**src/fnd_pkg.sv**
```systemverilog
package fnd_pkg;
  // clock rate and calibration times
  localparam int unsigned CLK_MHZ       = 100;
  localparam int unsigned CAL_LONG_US   = 115;
  localparam int unsigned CAL_SHORT_US  = 5;
  localparam int unsigned CAL_LONG_CYC  = CAL_LONG_US * CLK_MHZ;
  localparam int unsigned CAL_SHORT_CYC = CAL_SHORT_US * CLK_MHZ;

  // register byte offsets
  localparam logic [7:0] ADDR_CFG0 = 8'h00;
  localparam logic [7:0] ADDR_NUM  = 8'h04;
  localparam logic [7:0] ADDR_DEN  = 8'h08;
  localparam logic [7:0] ADDR_REF  = 8'h0c;
  localparam logic [7:0] ADDR_VCO  = 8'h10;
  localparam logic [7:0] ADDR_STAT = 8'h14;

  // field positions
  localparam int CFG0_NINT_LSB = 0;
  localparam int CFG0_ORD_LSB  = 16;
  localparam int CFG0_DITH_LSB = 18;
  localparam int FRAC_LSB      = 0;
  localparam int REF_RDIV_LSB  = 0;
  localparam int REF_DBL_BIT   = 12;
  localparam int REF_ODIV_LSB  = 16;
  localparam int REF_FREQ_LSB  = 24;
  localparam int VCO_CORE_LSB  = 0;
  localparam int VCO_CAP_LSB   = 8;
  localparam int STAT_BUSY_BIT = 0;
  localparam int STAT_DONE_BIT = 1;
  localparam int STAT_NDIV_LSB = 4;

  // reset values and limits
  localparam logic [15:0] RST_NINT      = 16'h0064;
  localparam logic [21:0] RST_NUM       = 22'h000000;
  localparam logic [21:0] DEN_MIN       = 22'h000001;
  localparam logic [11:0] RST_RDIV      = 12'h001;
  localparam logic [5:0]  RST_ODIV      = 6'h01;
  localparam logic [7:0]  RST_FREQ      = 8'h00;
  localparam logic [1:0]  RST_CORE      = 2'h2;
  localparam logic [7:0]  RST_CAP       = 8'h7f;
  localparam logic [1:0]  CORE_FOUR     = 2'h3;
  localparam logic [7:0]  CAP_SHORT_MAX = 8'h0f;
  localparam logic [15:0] LFSR_SEED     = 16'hace1;
  localparam logic [15:0] LFSR_TAPS     = 16'hb400;

  // modulator order and dithering
  typedef enum logic [1:0] {
    ORD_INT = 2'h0, ORD_FIRST = 2'h1, ORD_SECOND = 2'h2, ORD_THIRD = 2'h3
  } fnd_order_t;
  typedef enum logic [1:0] {
    DITH_OFF = 2'h0, DITH_WEAK = 2'h1, DITH_MID = 2'h2, DITH_STRONG = 2'h3
  } fnd_dith_t;

  // calibration sequencer states
  typedef enum logic [2:0] {
    CAL_IDLE = 3'b001, CAL_RUN = 3'b010, CAL_DONE = 3'b100
  } fnd_cal_st_t;
endpackage : fnd_pkg

```
**src/fnd_ref_path.sv**
```systemverilog
`timescale 1ns/1ns
module fnd_ref_path (
  // clock and reset
  input  wire logic        pclk,
  input  wire logic        presetn,
  // reference path setup
  input  wire logic [11:0] r_div,
  input  wire logic        doubler,
  // phase-detector event
  output logic             pd_tick
);
  typedef struct packed {
    logic [12:0] acc;
    logic        tick;
  } fnd_ref_st_t;

  fnd_ref_st_t s_r;
  fnd_ref_st_t s_nxt;
  logic [13:0] sum;
  logic [13:0] rdiv;

  // doubler adds two half-periods a cycle, divider takes r away
  always_comb begin
    s_nxt = s_r;
    rdiv = (r_div == 12'h000) ? 14'h0001 : {2'h0, r_div};
    sum = {1'b0, s_r.acc} + (doubler ? 14'h0002 : 14'h0001);
    s_nxt.tick = (sum >= rdiv);
    s_nxt.acc = sum[12:0];
    if (sum >= rdiv) begin
      if (!doubler || ((sum - rdiv) >= rdiv)) begin
        s_nxt.acc = 13'h0000;
      end else begin
        s_nxt.acc = 13'(sum - rdiv);
      end
    end
  end

  // state register
  always_ff @(posedge pclk or negedge presetn) begin
    if (!presetn) begin
      s_r <= '0;
    end else begin
      s_r <= s_nxt;
    end
  end

  assign pd_tick = s_r.tick;
endmodule : fnd_ref_path

```
**src/fnd_dsm.sv**
```systemverilog
`timescale 1ns/1ns
module fnd_dsm (
  // clock and reset
  input  wire logic                pclk,
  input  wire logic                presetn,
  // control
  input  wire logic                clear,
  input  wire logic                advance,
  input  wire fnd_pkg::fnd_order_t order,
  input  wire fnd_pkg::fnd_dith_t  dither,
  input  wire logic [21:0]         num,
  input  wire logic [21:0]         den,
  input  wire logic [15:0]         n_int,
  // divide value for this phase-detector cycle
  output logic [15:0]              n_div
);
  typedef struct packed {
    logic [21:0] acc1;
    logic [21:0] acc2;
    logic [21:0] acc3;
    logic        c2_d;
    logic        c3_d;
    logic        c3_dd;
    logic [15:0] lfsr;
    logic [15:0] n_div;
  } fnd_dsm_st_t;

  fnd_dsm_st_t s_r;
  fnd_dsm_st_t s_nxt;
  logic [21:0] dith;
  logic [22:0] inc;
  logic [22:0] r1;
  logic [22:0] r2;
  logic [22:0] r3;
  logic [3:0]  off;
  logic        hi2;
  logic        hi3;

  // add modulo m, carry out in the top bit
  function automatic logic [22:0] fnd_mod_add(input logic [21:0] a,
                                               input logic [21:0] b,
                                               input logic [21:0] m);
    logic [22:0] s;
    s = {1'b0, a} + {1'b0, b};
    if (s >= {1'b0, m}) begin
      fnd_mod_add = {1'b1, 22'(s - {1'b0, m})};
    end else begin
      fnd_mod_add = s;
    end
  endfunction : fnd_mod_add

  // three cascaded accumulators, order picks how many are used
  always_comb begin
    s_nxt = s_r;
    hi2 = (order == fnd_pkg::ORD_SECOND) || (order == fnd_pkg::ORD_THIRD);
    hi3 = (order == fnd_pkg::ORD_THIRD);
    case (dither)
      fnd_pkg::DITH_WEAK:   dith = {21'h000000, s_r.lfsr[0]};
      fnd_pkg::DITH_MID:    dith = {20'h00000, s_r.lfsr[1:0]};
      fnd_pkg::DITH_STRONG: dith = {18'h00000, s_r.lfsr[3:0]};
      default:              dith = 22'h000000;
    endcase
    inc = {1'b0, num} + {1'b0, dith};
    if (inc >= {1'b0, den}) begin
      inc = {1'b0, den} - 23'h000001;
    end
    r1 = fnd_mod_add(s_r.acc1, inc[21:0], den);
    r2 = fnd_mod_add(s_r.acc2, r1[21:0], den);
    r3 = fnd_mod_add(s_r.acc3, r2[21:0], den);
    off = {3'h0, r1[22]};
    if (hi2) begin
      off = off + {3'h0, r2[22]} - {3'h0, s_r.c2_d};
    end
    if (hi3) begin
      off = off + {3'h0, r3[22]} - {2'h0, s_r.c3_d, 1'b0}
          + {3'h0, s_r.c3_dd};
    end
    if (clear) begin
      s_nxt       = '0;
      s_nxt.lfsr  = fnd_pkg::LFSR_SEED;
      s_nxt.n_div = n_int;
    end else if (advance) begin
      s_nxt.lfsr = {1'b0, s_r.lfsr[15:1]}
                 ^ (s_r.lfsr[0] ? fnd_pkg::LFSR_TAPS : 16'h0000);
      if (order == fnd_pkg::ORD_INT) begin
        s_nxt.acc1  = 22'h000000;
        s_nxt.acc2  = 22'h000000;
        s_nxt.acc3  = 22'h000000;
        s_nxt.c2_d  = 1'b0;
        s_nxt.c3_d  = 1'b0;
        s_nxt.c3_dd = 1'b0;
        s_nxt.n_div = n_int;
      end else begin
        s_nxt.acc1  = r1[21:0];
        s_nxt.acc2  = hi2 ? r2[21:0] : 22'h000000;
        s_nxt.acc3  = hi3 ? r3[21:0] : 22'h000000;
        s_nxt.c2_d  = hi2 & r2[22];
        s_nxt.c3_d  = hi3 & r3[22];
        s_nxt.c3_dd = s_r.c3_d;
        s_nxt.n_div = n_int + {{12{off[3]}}, off};
      end
    end
  end

  // state register
  always_ff @(posedge pclk or negedge presetn) begin
    if (!presetn) begin
      s_r <= '0;
    end else begin
      s_r <= s_nxt;
    end
  end

  assign n_div = s_r.n_div;
endmodule : fnd_dsm

```
**src/fnd_top.sv**
```systemverilog
`timescale 1ns/1ns
// Summary of operation
// - fout = ref x doubler / r x (n_int + num/den) / output divide.
// - any fractional denominator from 1 to 4,194,303 is accepted.
// - feedback ratio is integer part plus numerator over denominator.
// - modulator order runs from integer mode up to third order.
// - several dithering modes are selectable by software.
// - writing the first configuration word resets the modulator state.
// - reference may pass doubler, r divider, or both, before phase detector.
// - calibration takes about 115 us, or 5 us from core four with a cap code of 0x0f or below.
module fnd_top #(
  parameter int unsigned CAL_LONG_CYC = fnd_pkg::CAL_LONG_CYC
) (
  // clock and reset
  input  wire logic        pclk,
  input  wire logic        presetn,
  // apb slave
  input  wire logic        psel,
  input  wire logic        penable,
  input  wire logic        pwrite,
  input  wire logic [7:0]  paddr,
  input  wire logic [31:0] pwdata,
  output logic      [31:0] prdata,
  output logic             pready,
  output logic             pslverr,
  // synthesizer control
  output logic             pd_tick,
  output logic      [15:0] fb_div,
  output logic      [5:0]  output_divide_value,
  output logic             cal_busy
);
  typedef struct packed {
    logic [15:0]          n_int;
    fnd_pkg::fnd_order_t  order;
    fnd_pkg::fnd_dith_t   dither;
    logic [21:0]          num;
    logic [21:0]          den;
    logic [11:0]          r_div;
    logic                 dbl;
    logic [5:0]           odiv;
    logic [7:0]           freq;
    logic [1:0]           core;
    logic [7:0]           cap;
    fnd_pkg::fnd_cal_st_t cal_st;
    logic [15:0]          cal_cnt;
    logic                 cal_short;
    logic                 cal_done;
    logic                 dsm_clr;
    logic [15:0]          busy_len;
    logic [31:0]          rdata;
  } fnd_top_st_t;

  localparam fnd_top_st_t ST_RST = '{
    n_int:     fnd_pkg::RST_NINT,
    order:     fnd_pkg::ORD_INT,
    dither:    fnd_pkg::DITH_OFF,
    num:       fnd_pkg::RST_NUM,
    den:       fnd_pkg::DEN_MIN,
    r_div:     fnd_pkg::RST_RDIV,
    dbl:       1'b0,
    odiv:      fnd_pkg::RST_ODIV,
    freq:      fnd_pkg::RST_FREQ,
    core:      fnd_pkg::RST_CORE,
    cap:       fnd_pkg::RST_CAP,
    cal_st:    fnd_pkg::CAL_IDLE,
    cal_cnt:   16'h0000,
    cal_short: 1'b0,
    cal_done:  1'b0,
    dsm_clr:   1'b0,
    busy_len:  16'h0000,
    rdata:     32'h0000_0000
  };

  fnd_top_st_t s_r;
  fnd_top_st_t s_nxt;
  logic        addr_ok;
  logic        wr_acc;
  logic        wr_cfg0;
  logic        rd_setup;
  logic        short_sel;
  logic [31:0] rd;

  // mapped word offsets
  function automatic logic fnd_addr_ok(input logic [7:0] a);
    case (a)
      fnd_pkg::ADDR_CFG0, fnd_pkg::ADDR_NUM, fnd_pkg::ADDR_DEN,
      fnd_pkg::ADDR_REF, fnd_pkg::ADDR_VCO,
      fnd_pkg::ADDR_STAT: fnd_addr_ok = 1'b1;
      default:            fnd_addr_ok = 1'b0;
    endcase
  endfunction : fnd_addr_ok

  // bus decode
  assign addr_ok   = fnd_addr_ok(paddr);
  assign wr_acc    = psel & penable & pwrite & addr_ok;
  assign wr_cfg0   = wr_acc & (paddr == fnd_pkg::ADDR_CFG0);
  assign rd_setup  = psel & ~penable & ~pwrite;
  assign short_sel = (s_r.core == fnd_pkg::CORE_FOUR)
                   && (s_r.cap <= fnd_pkg::CAP_SHORT_MAX);

  // sequencer, read capture and register writes
  always_comb begin
    s_nxt         = s_r;
    s_nxt.dsm_clr = 1'b0;
    rd            = 32'h0000_0000;
    // calibration runs on the reference clock itself
    case (s_r.cal_st)
      fnd_pkg::CAL_IDLE: s_nxt.cal_st = fnd_pkg::CAL_IDLE;
      fnd_pkg::CAL_RUN: begin
        if (s_r.cal_cnt == 16'h0000) begin
          s_nxt.cal_st   = fnd_pkg::CAL_DONE;
          s_nxt.cal_done = 1'b1;
        end else begin
          s_nxt.cal_cnt = s_r.cal_cnt - 16'h0001;
        end
      end
      fnd_pkg::CAL_DONE: s_nxt.cal_st = fnd_pkg::CAL_DONE;
      default:           s_nxt.cal_st = fnd_pkg::CAL_IDLE;
    endcase
    // length of the current calibration, for checking only
    if (cal_busy) begin
      s_nxt.busy_len = s_r.busy_len + 16'h0001;
    end
    // read data is taken in the setup phase
    case (paddr)
      fnd_pkg::ADDR_CFG0: begin
        rd[fnd_pkg::CFG0_NINT_LSB +: 16] = s_r.n_int;
        rd[fnd_pkg::CFG0_ORD_LSB +: 2]   = s_r.order;
        rd[fnd_pkg::CFG0_DITH_LSB +: 2]  = s_r.dither;
      end
      fnd_pkg::ADDR_NUM: rd[fnd_pkg::FRAC_LSB +: 22] = s_r.num;
      fnd_pkg::ADDR_DEN: rd[fnd_pkg::FRAC_LSB +: 22] = s_r.den;
      fnd_pkg::ADDR_REF: begin
        rd[fnd_pkg::REF_RDIV_LSB +: 12] = s_r.r_div;
        rd[fnd_pkg::REF_DBL_BIT]        = s_r.dbl;
        rd[fnd_pkg::REF_ODIV_LSB +: 6]  = s_r.odiv;
        rd[fnd_pkg::REF_FREQ_LSB +: 8]  = s_r.freq;
      end
      fnd_pkg::ADDR_VCO: begin
        rd[fnd_pkg::VCO_CORE_LSB +: 2] = s_r.core;
        rd[fnd_pkg::VCO_CAP_LSB +: 8]  = s_r.cap;
      end
      fnd_pkg::ADDR_STAT: begin
        rd[fnd_pkg::STAT_BUSY_BIT]      = cal_busy;
        rd[fnd_pkg::STAT_DONE_BIT]      = s_r.cal_done;
        rd[fnd_pkg::STAT_NDIV_LSB +: 16] = fb_div;
      end
      default: rd = 32'h0000_0000;
    endcase
    if (rd_setup) begin
      s_nxt.rdata = rd;
    end
    // writes land at the access edge
    if (wr_acc) begin
      case (paddr)
        fnd_pkg::ADDR_CFG0: begin
          s_nxt.n_int  = pwdata[fnd_pkg::CFG0_NINT_LSB +: 16];
          s_nxt.order  =
            fnd_pkg::fnd_order_t'(pwdata[fnd_pkg::CFG0_ORD_LSB +: 2]);
          s_nxt.dither =
            fnd_pkg::fnd_dith_t'(pwdata[fnd_pkg::CFG0_DITH_LSB +: 2]);
          s_nxt.dsm_clr   = 1'b1;
          s_nxt.cal_st    = fnd_pkg::CAL_RUN;
          s_nxt.cal_short = short_sel;
          s_nxt.cal_done  = 1'b0;
          s_nxt.busy_len  = 16'h0000;
          s_nxt.cal_cnt   = short_sel
                          ? 16'(fnd_pkg::CAL_SHORT_CYC - 1)
                          : 16'(CAL_LONG_CYC - 1);
        end
        fnd_pkg::ADDR_NUM: begin
          s_nxt.num = pwdata[fnd_pkg::FRAC_LSB +: 22];
        end
        fnd_pkg::ADDR_DEN: begin
          if (pwdata[fnd_pkg::FRAC_LSB +: 22] == 22'h000000) begin
            s_nxt.den = fnd_pkg::DEN_MIN;
          end else begin
            s_nxt.den = pwdata[fnd_pkg::FRAC_LSB +: 22];
          end
        end
        fnd_pkg::ADDR_REF: begin
          s_nxt.r_div = pwdata[fnd_pkg::REF_RDIV_LSB +: 12];
          s_nxt.dbl   = pwdata[fnd_pkg::REF_DBL_BIT];
          s_nxt.odiv  = pwdata[fnd_pkg::REF_ODIV_LSB +: 6];
          s_nxt.freq  = pwdata[fnd_pkg::REF_FREQ_LSB +: 8];
        end
        fnd_pkg::ADDR_VCO: begin
          s_nxt.core = pwdata[fnd_pkg::VCO_CORE_LSB +: 2];
          s_nxt.cap  = pwdata[fnd_pkg::VCO_CAP_LSB +: 8];
        end
        default: s_nxt.dsm_clr = 1'b0;
      endcase
    end
  end

  // state register
  always_ff @(posedge pclk or negedge presetn) begin
    if (!presetn) begin
      s_r <= ST_RST;
    end else begin
      s_r <= s_nxt;
    end
  end

  // reference doubler and r divider to the phase detector
  fnd_ref_path u_ref (
    .pclk    (pclk),
    .presetn (presetn),
    .r_div   (s_r.r_div),
    .doubler (s_r.dbl),
    .pd_tick (pd_tick)
  );

  // feedback divide value with fractional modulation
  fnd_dsm u_dsm (
    .pclk    (pclk),
    .presetn (presetn),
    .clear   (s_r.dsm_clr),
    .advance (pd_tick),
    .order   (s_r.order),
    .dither  (s_r.dither),
    .num     (s_r.num),
    .den     (s_r.den),
    .n_int   (s_r.n_int),
    .n_div   (fb_div)
  );

  // bus answers and control outputs
  assign prdata              = s_r.rdata;
  assign pready              = 1'b1;
  assign pslverr             = psel & penable & ~addr_ok;
  assign output_divide_value = s_r.odiv;
  assign cal_busy            = (s_r.cal_st == fnd_pkg::CAL_RUN);

  property p_cal_start;
    @(posedge pclk) disable iff (!presetn)
    wr_cfg0 |=> cal_busy;
  endproperty
  a_cal_start: assert property (p_cal_start)
    else $error("calibration did not start after first word");

  property p_cal_short;
    @(posedge pclk) disable iff (!presetn)
    ($fell(cal_busy) && s_r.cal_short)
      |-> (s_r.busy_len == 16'(fnd_pkg::CAL_SHORT_CYC));
  endproperty
  a_cal_short: assert property (p_cal_short)
    else $error("short calibration has wrong length");

  property p_cal_long;
    @(posedge pclk) disable iff (!presetn)
    ($fell(cal_busy) && !s_r.cal_short)
      |-> (s_r.busy_len == 16'(CAL_LONG_CYC));
  endproperty
  a_cal_long: assert property (p_cal_long)
    else $error("long calibration has wrong length");

  property p_dsm_clear;
    @(posedge pclk) disable iff (!presetn)
    wr_cfg0 |=> ##1 (fb_div == $past(pwdata[15:0], 2));
  endproperty
  a_dsm_clear: assert property (p_dsm_clear)
    else $error("modulator not cleared by first word");

  property p_int_mode;
    @(posedge pclk) disable iff (!presetn)
    (pd_tick && (s_r.order == fnd_pkg::ORD_INT) && !wr_acc)
      |=> (fb_div == s_r.n_int);
  endproperty
  a_int_mode: assert property (p_int_mode)
    else $error("integer mode divide value differs from integer part");

  property p_den_min;
    @(posedge pclk) disable iff (!presetn)
    (wr_acc && (paddr == fnd_pkg::ADDR_DEN) && (pwdata[21:0] == 22'h0))
      |=> (s_r.den == 22'h000001);
  endproperty
  a_den_min: assert property (p_den_min)
    else $error("zero denominator not raised to one");

  property p_pd_gap;
    @(posedge pclk) disable iff (!presetn)
    (pd_tick && !s_r.dbl && (s_r.r_div >= 12'h002)) |=> !pd_tick;
  endproperty
  a_pd_gap: assert property (p_pd_gap)
    else $error("phase detector ticks too fast for r divider");

  property p_pd_dbl;
    @(posedge pclk) disable iff (!presetn)
    (s_r.dbl && (s_r.r_div == 12'h001)) |=> pd_tick;
  endproperty
  a_pd_dbl: assert property (p_pd_dbl)
    else $error("doubled reference missed a tick");

  property p_cov_short;
    @(posedge pclk) disable iff (!presetn)
    $fell(cal_busy) && s_r.cal_short;
  endproperty
  c_cov_short: cover property (p_cov_short);

  property p_cov_long;
    @(posedge pclk) disable iff (!presetn)
    $fell(cal_busy) && !s_r.cal_short;
  endproperty
  c_cov_long: cover property (p_cov_long);

  property p_cov_third;
    @(posedge pclk) disable iff (!presetn)
    pd_tick && (s_r.order == fnd_pkg::ORD_THIRD)
      && (s_r.dither == fnd_pkg::DITH_STRONG);
  endproperty
  c_cov_third: cover property (p_cov_third);
endmodule : fnd_top

```
**config.mk**
```make
export PLATFORM = sky130hd
export DESIGN_NAME = fnd_top
export DESIGN_NICKNAME = d
export VERILOG_FILES = /design/src/fnd_pkg.sv /design/src/fnd_ref_path.sv /design/src/fnd_dsm.sv /design/src/fnd_top.sv
export SDC_FILE = /design/constraint.sdc
export NUM_CORES = 1
export LEC_CHECK = 0
export BUFFER_PORTS_ARGS = -buffer_cell sky130_fd_sc_hd__buf_2
export CAP_MARGIN = 20
export CORE_MARGIN = 8
export CORE_UTILIZATION = 48
export DETAILED_ROUTE_END_ITERATION = 8
export PLACE_DENSITY = 0.72
export SLEW_MARGIN = 20
export SYNTH_ARGS = -nofsm -noshare
export SYNTH_HDL_FRONTEND = slang
export SYNTH_SLANG_ARGS = --single-unit
```
**constraint.sdc**
```tcl
create_clock -name pclk -period 24.7 [get_ports pclk]
set_clock_uncertainty 0.1 [all_clocks]
set_input_delay 6.175 -clock pclk [delete_from_list [all_inputs] [get_ports pclk]]
set_output_delay 6.175 -clock pclk [all_outputs]
set_load 0.05 [all_outputs]
```
==> qor.log <==
qor: clocking.post_cts_buffers 0
qor: die.rows 78
qor: routing.detailedRoute.firstPassIterationCount 5
qor: synth.synthFlopType dfrtp_1
qor: timing.clock.fmax 44.8 MHz
qor: clocking.clk_transition_reported_paths 70 ps
qor: synth.synth_cells 2488
qor: synth.yosysTopAreaCellShare 0.286
qor: place.hpwl 49200 um
qor: timing.finalSetupViolCount 0
qor: clocking.cts_made_buffers 31
qor: setup_path.worstReg2RegStart s_r[152]
qor: clocking.ctsRootBufferMaster clkbuf_16
qor: setup_path.reg2reg_slack 2380 ps
qor: clocking.htreeDepth 1
qor: setup_path.cpMaxStageDelayCell o21ai_2
qor: place.dp_worst_setup_slack 2610 ps
qor: routing.first_iter_violations 1389
qor: hold_path.holdPathEnd prdata[3]
qor: routing.num_vias 19200
qor: timing.rsz0062_at_grt false
qor: die.chipHeight 230 um
qor: final_layout.antennaDiodeCount 0
qor: hold_path.holdCritPathClass reg -> reg
qor: clocking.hold_buffers 0
qor: timing.finalHoldWorstSlack 380 ps
qor: setup_path.r2r-end u_dsm.n_div[12]
qor: setup_path.critical_path.most_common_cell ha_1
qor: timing.max_slew.worst_pin.slew 1130 ps
qor: timing.setup_ws 2380 ps
qor: clocking.cts_resized 0
qor: outcome.run_status completed
qor: clocking.max-clock-path-buffers 3
qor: die.die_w 230 um
qor: synth.synth_largest_area_cell dfrtp_1
qor: synth.synth_common_cells dfrtp_1 (252), nand2_1 (232), ha_1 (212)
qor: grt.grt_overflow 0
qor: hold_path.holdPathStages 2
qor: setup_path.critical_path_class reg -> reg
qor: grt.grt_antenna_before_repair 0
qor: routing.post_drt_wl_per_cell 20.5 um
qor: die.core_area 45400 um^2
qor: grt.global_route.usage.total 0.235
qor: clocking.cts.sinks 267
qor: flow_run.max-cap-violations 0
qor: synth.postSynthAreaPerCell 8.86 um^2
qor: synth.netlist-cell-type-count 79
qor: grt.first_pass_grt_wire_length 102000 um
qor: synth.ys_seq_elements 267
qor: routing.post_drt_via_cell_ratio 6.13
qor: final_layout.area_growth_syn_to_layout 8.40%
qor: synth.synth_area_leaders dfrtp_1 (29%), ha_1 (12%), mux2_2 (5.4%)
qor: timing.final_period_minus_worst_setup_slack 22320 ps
qor: timing.timing.final.hold_violations 0
qor: grt.via_count_of_the_first_global_routing_pass 19300
qor: timing.setup_tns 0 ps
qor: timing.slew-limit-headroom 0.248
qor: synth.number_of_enable_type_register_cells_in_the_synthesized_netlist 0
qor: timing.final_min_period_over_clock_period 0.904
qor: routing.drtAntennaViolNets 0
qor: synth.synth_sequential_area_ratio 0.304
qor: setup_path.crit_path_end_kind flop
qor: final_layout.num-nets-final 2774
qor: synth.postSynth.asyncResetShare 1.00
qor: setup_path.cp_slowest_stage_delay 770 ps
qor: setup_path.cp_max_fo 23
qor: setup_path.number_of_cells_traversed_by_the_worst_register_to_register_path 87
qor: setup_path.required 25070 ps
qor: clocking.insertion_delay 610 ps
qor: setup_path.arrival 22690 ps
qor: synth.synth_warnings 0
qor: die.die-area 53000 um^2
qor: setup_path.start_kind flop
qor: final_layout.final_cell_count_no_fill 3130
qor: place.post-place-cells 3073
qor: hold_path.timing.hold.worst.start prdata[3]
qor: die.floorplan.initialDensity 0.486
qor: final_layout.drive_gt1_frac 0.134
qor: place.gpl.final_weighted_congestion 0.967
qor: synth.mappedNetlistArea 22000 um^2
qor: die.io_pins 103
qor: clocking.clock_tree_from_tritoncts yes
qor: timing.maxSlewViolCount 0
qor: grt.grt_max_degree 78
qor: routing.drt_wl_total 64100 um
qor: routing.drt_drc_violations_left 0
qor: place.io_buffer_count 97
qor: synth.yosys.cell_count.top_type dfrtp_1
logic make-up (layout without fill, tap and decap cells):
| logic type | Yosys count | after routing | share of synthesized area |
|---|---|---|---|
| other | 2 | 4 | 0.000341 |
| muxes | 166 | 166 | 0.0872 |
| xor gates and xnor gates | 182 | 182 | 0.0723 |
| buffers and inverters | 262 | 302 | 0.0545 |
| and+or+nand+nor | 726 | 726 | 0.156 |
| adders and majority gates | 223 | 223 | 0.130 |
| DFF | 267 | 267 | 0.304 |
| AOI/OAI and AO/OA | 660 | 660 | 0.196 |
metal layers:
layer	wire length, um	track usage	up-vias
met3	3430	0.0270	141
met1	27100	0.297	9432
met2	31000	0.407	603
met4	2610	0.0903	0
met5	0	0	-
li1	-	-	9021
state kept, by name, summed over array words and instances (netlist names):
signal,cells
u_dsm.s_r,85
s_r,116
u_ref.pd_tick,1
u_dsm.n_div,16
u_ref.s_r,13
output_divide_value,6
prdata,30
worst max-delay path by stage:
stage | startpoint | endpoint | slack, ps | depth (start not counted)
floorplan | u_dsm.s_r[16] | u_dsm.n_div[15] | 6020 | 87
global route | s_r[152] | u_dsm.n_div[12] | 980 | 86
global placement | s_r[152] | u_dsm.n_div[12] | 2770 | 87
detailed placement | s_r[152] | u_dsm.n_div[12] | 2610 | 87
CTS | s_r[152] | u_dsm.n_div[12] | 2510 | 87
finish | s_r[152] | u_dsm.n_div[12] | 2380 | 87
critical path, delay by kind of cell, from the launching register on:
| family | cells | cell delay (ps) |
|---|---|---|
| xor gates and xnor gates | 6 | 1180 |
| adders and majority gates | 12 | 3630 |
| muxes | 1 | 350 |
| DFF | 1 | 560 |
| AOI/OAI and AO/OA | 36 | 10050 |
| and+or+nand+nor | 26 | 4990 |
| buffers and inverters | 6 | 1300 |
cell usage in the layout, fill, tap and decap left out, drive strengths merged, types with 45 or more instances in the layout:
cell   count
nand3     59
o21ai    154
nor3      50
a21o      63
a22o      45
xor2      58
buf      119
nand2    232
a21oi    166
mux2     109
nor2     181
inv      127
ha       212
xnor2    124
dfrtp    252
mux2i     48
final cells by class:
type                    count  area (um^2)
flip-flops and latches    267         6700
clock inverters            19          277
fillers                  4090        21500
clock buffers              38          852
inverters                 126          475
repair buffers            119          661
multi-input cells        1961        14200
well taps                 600          751
metrics by stage:
stage                     cell area, um^2   util
final                               23900  0.526
after global routing                23900  0.526
after CTS                           23900  0.526
after detailed placement            22800  0.502
after global placement              22800  0.502
after floorplan                     22000      -
Power is left out: the tool's default activity adds up to more than one toggle a clock period on the data nets, which glitch-free logic cannot reach.
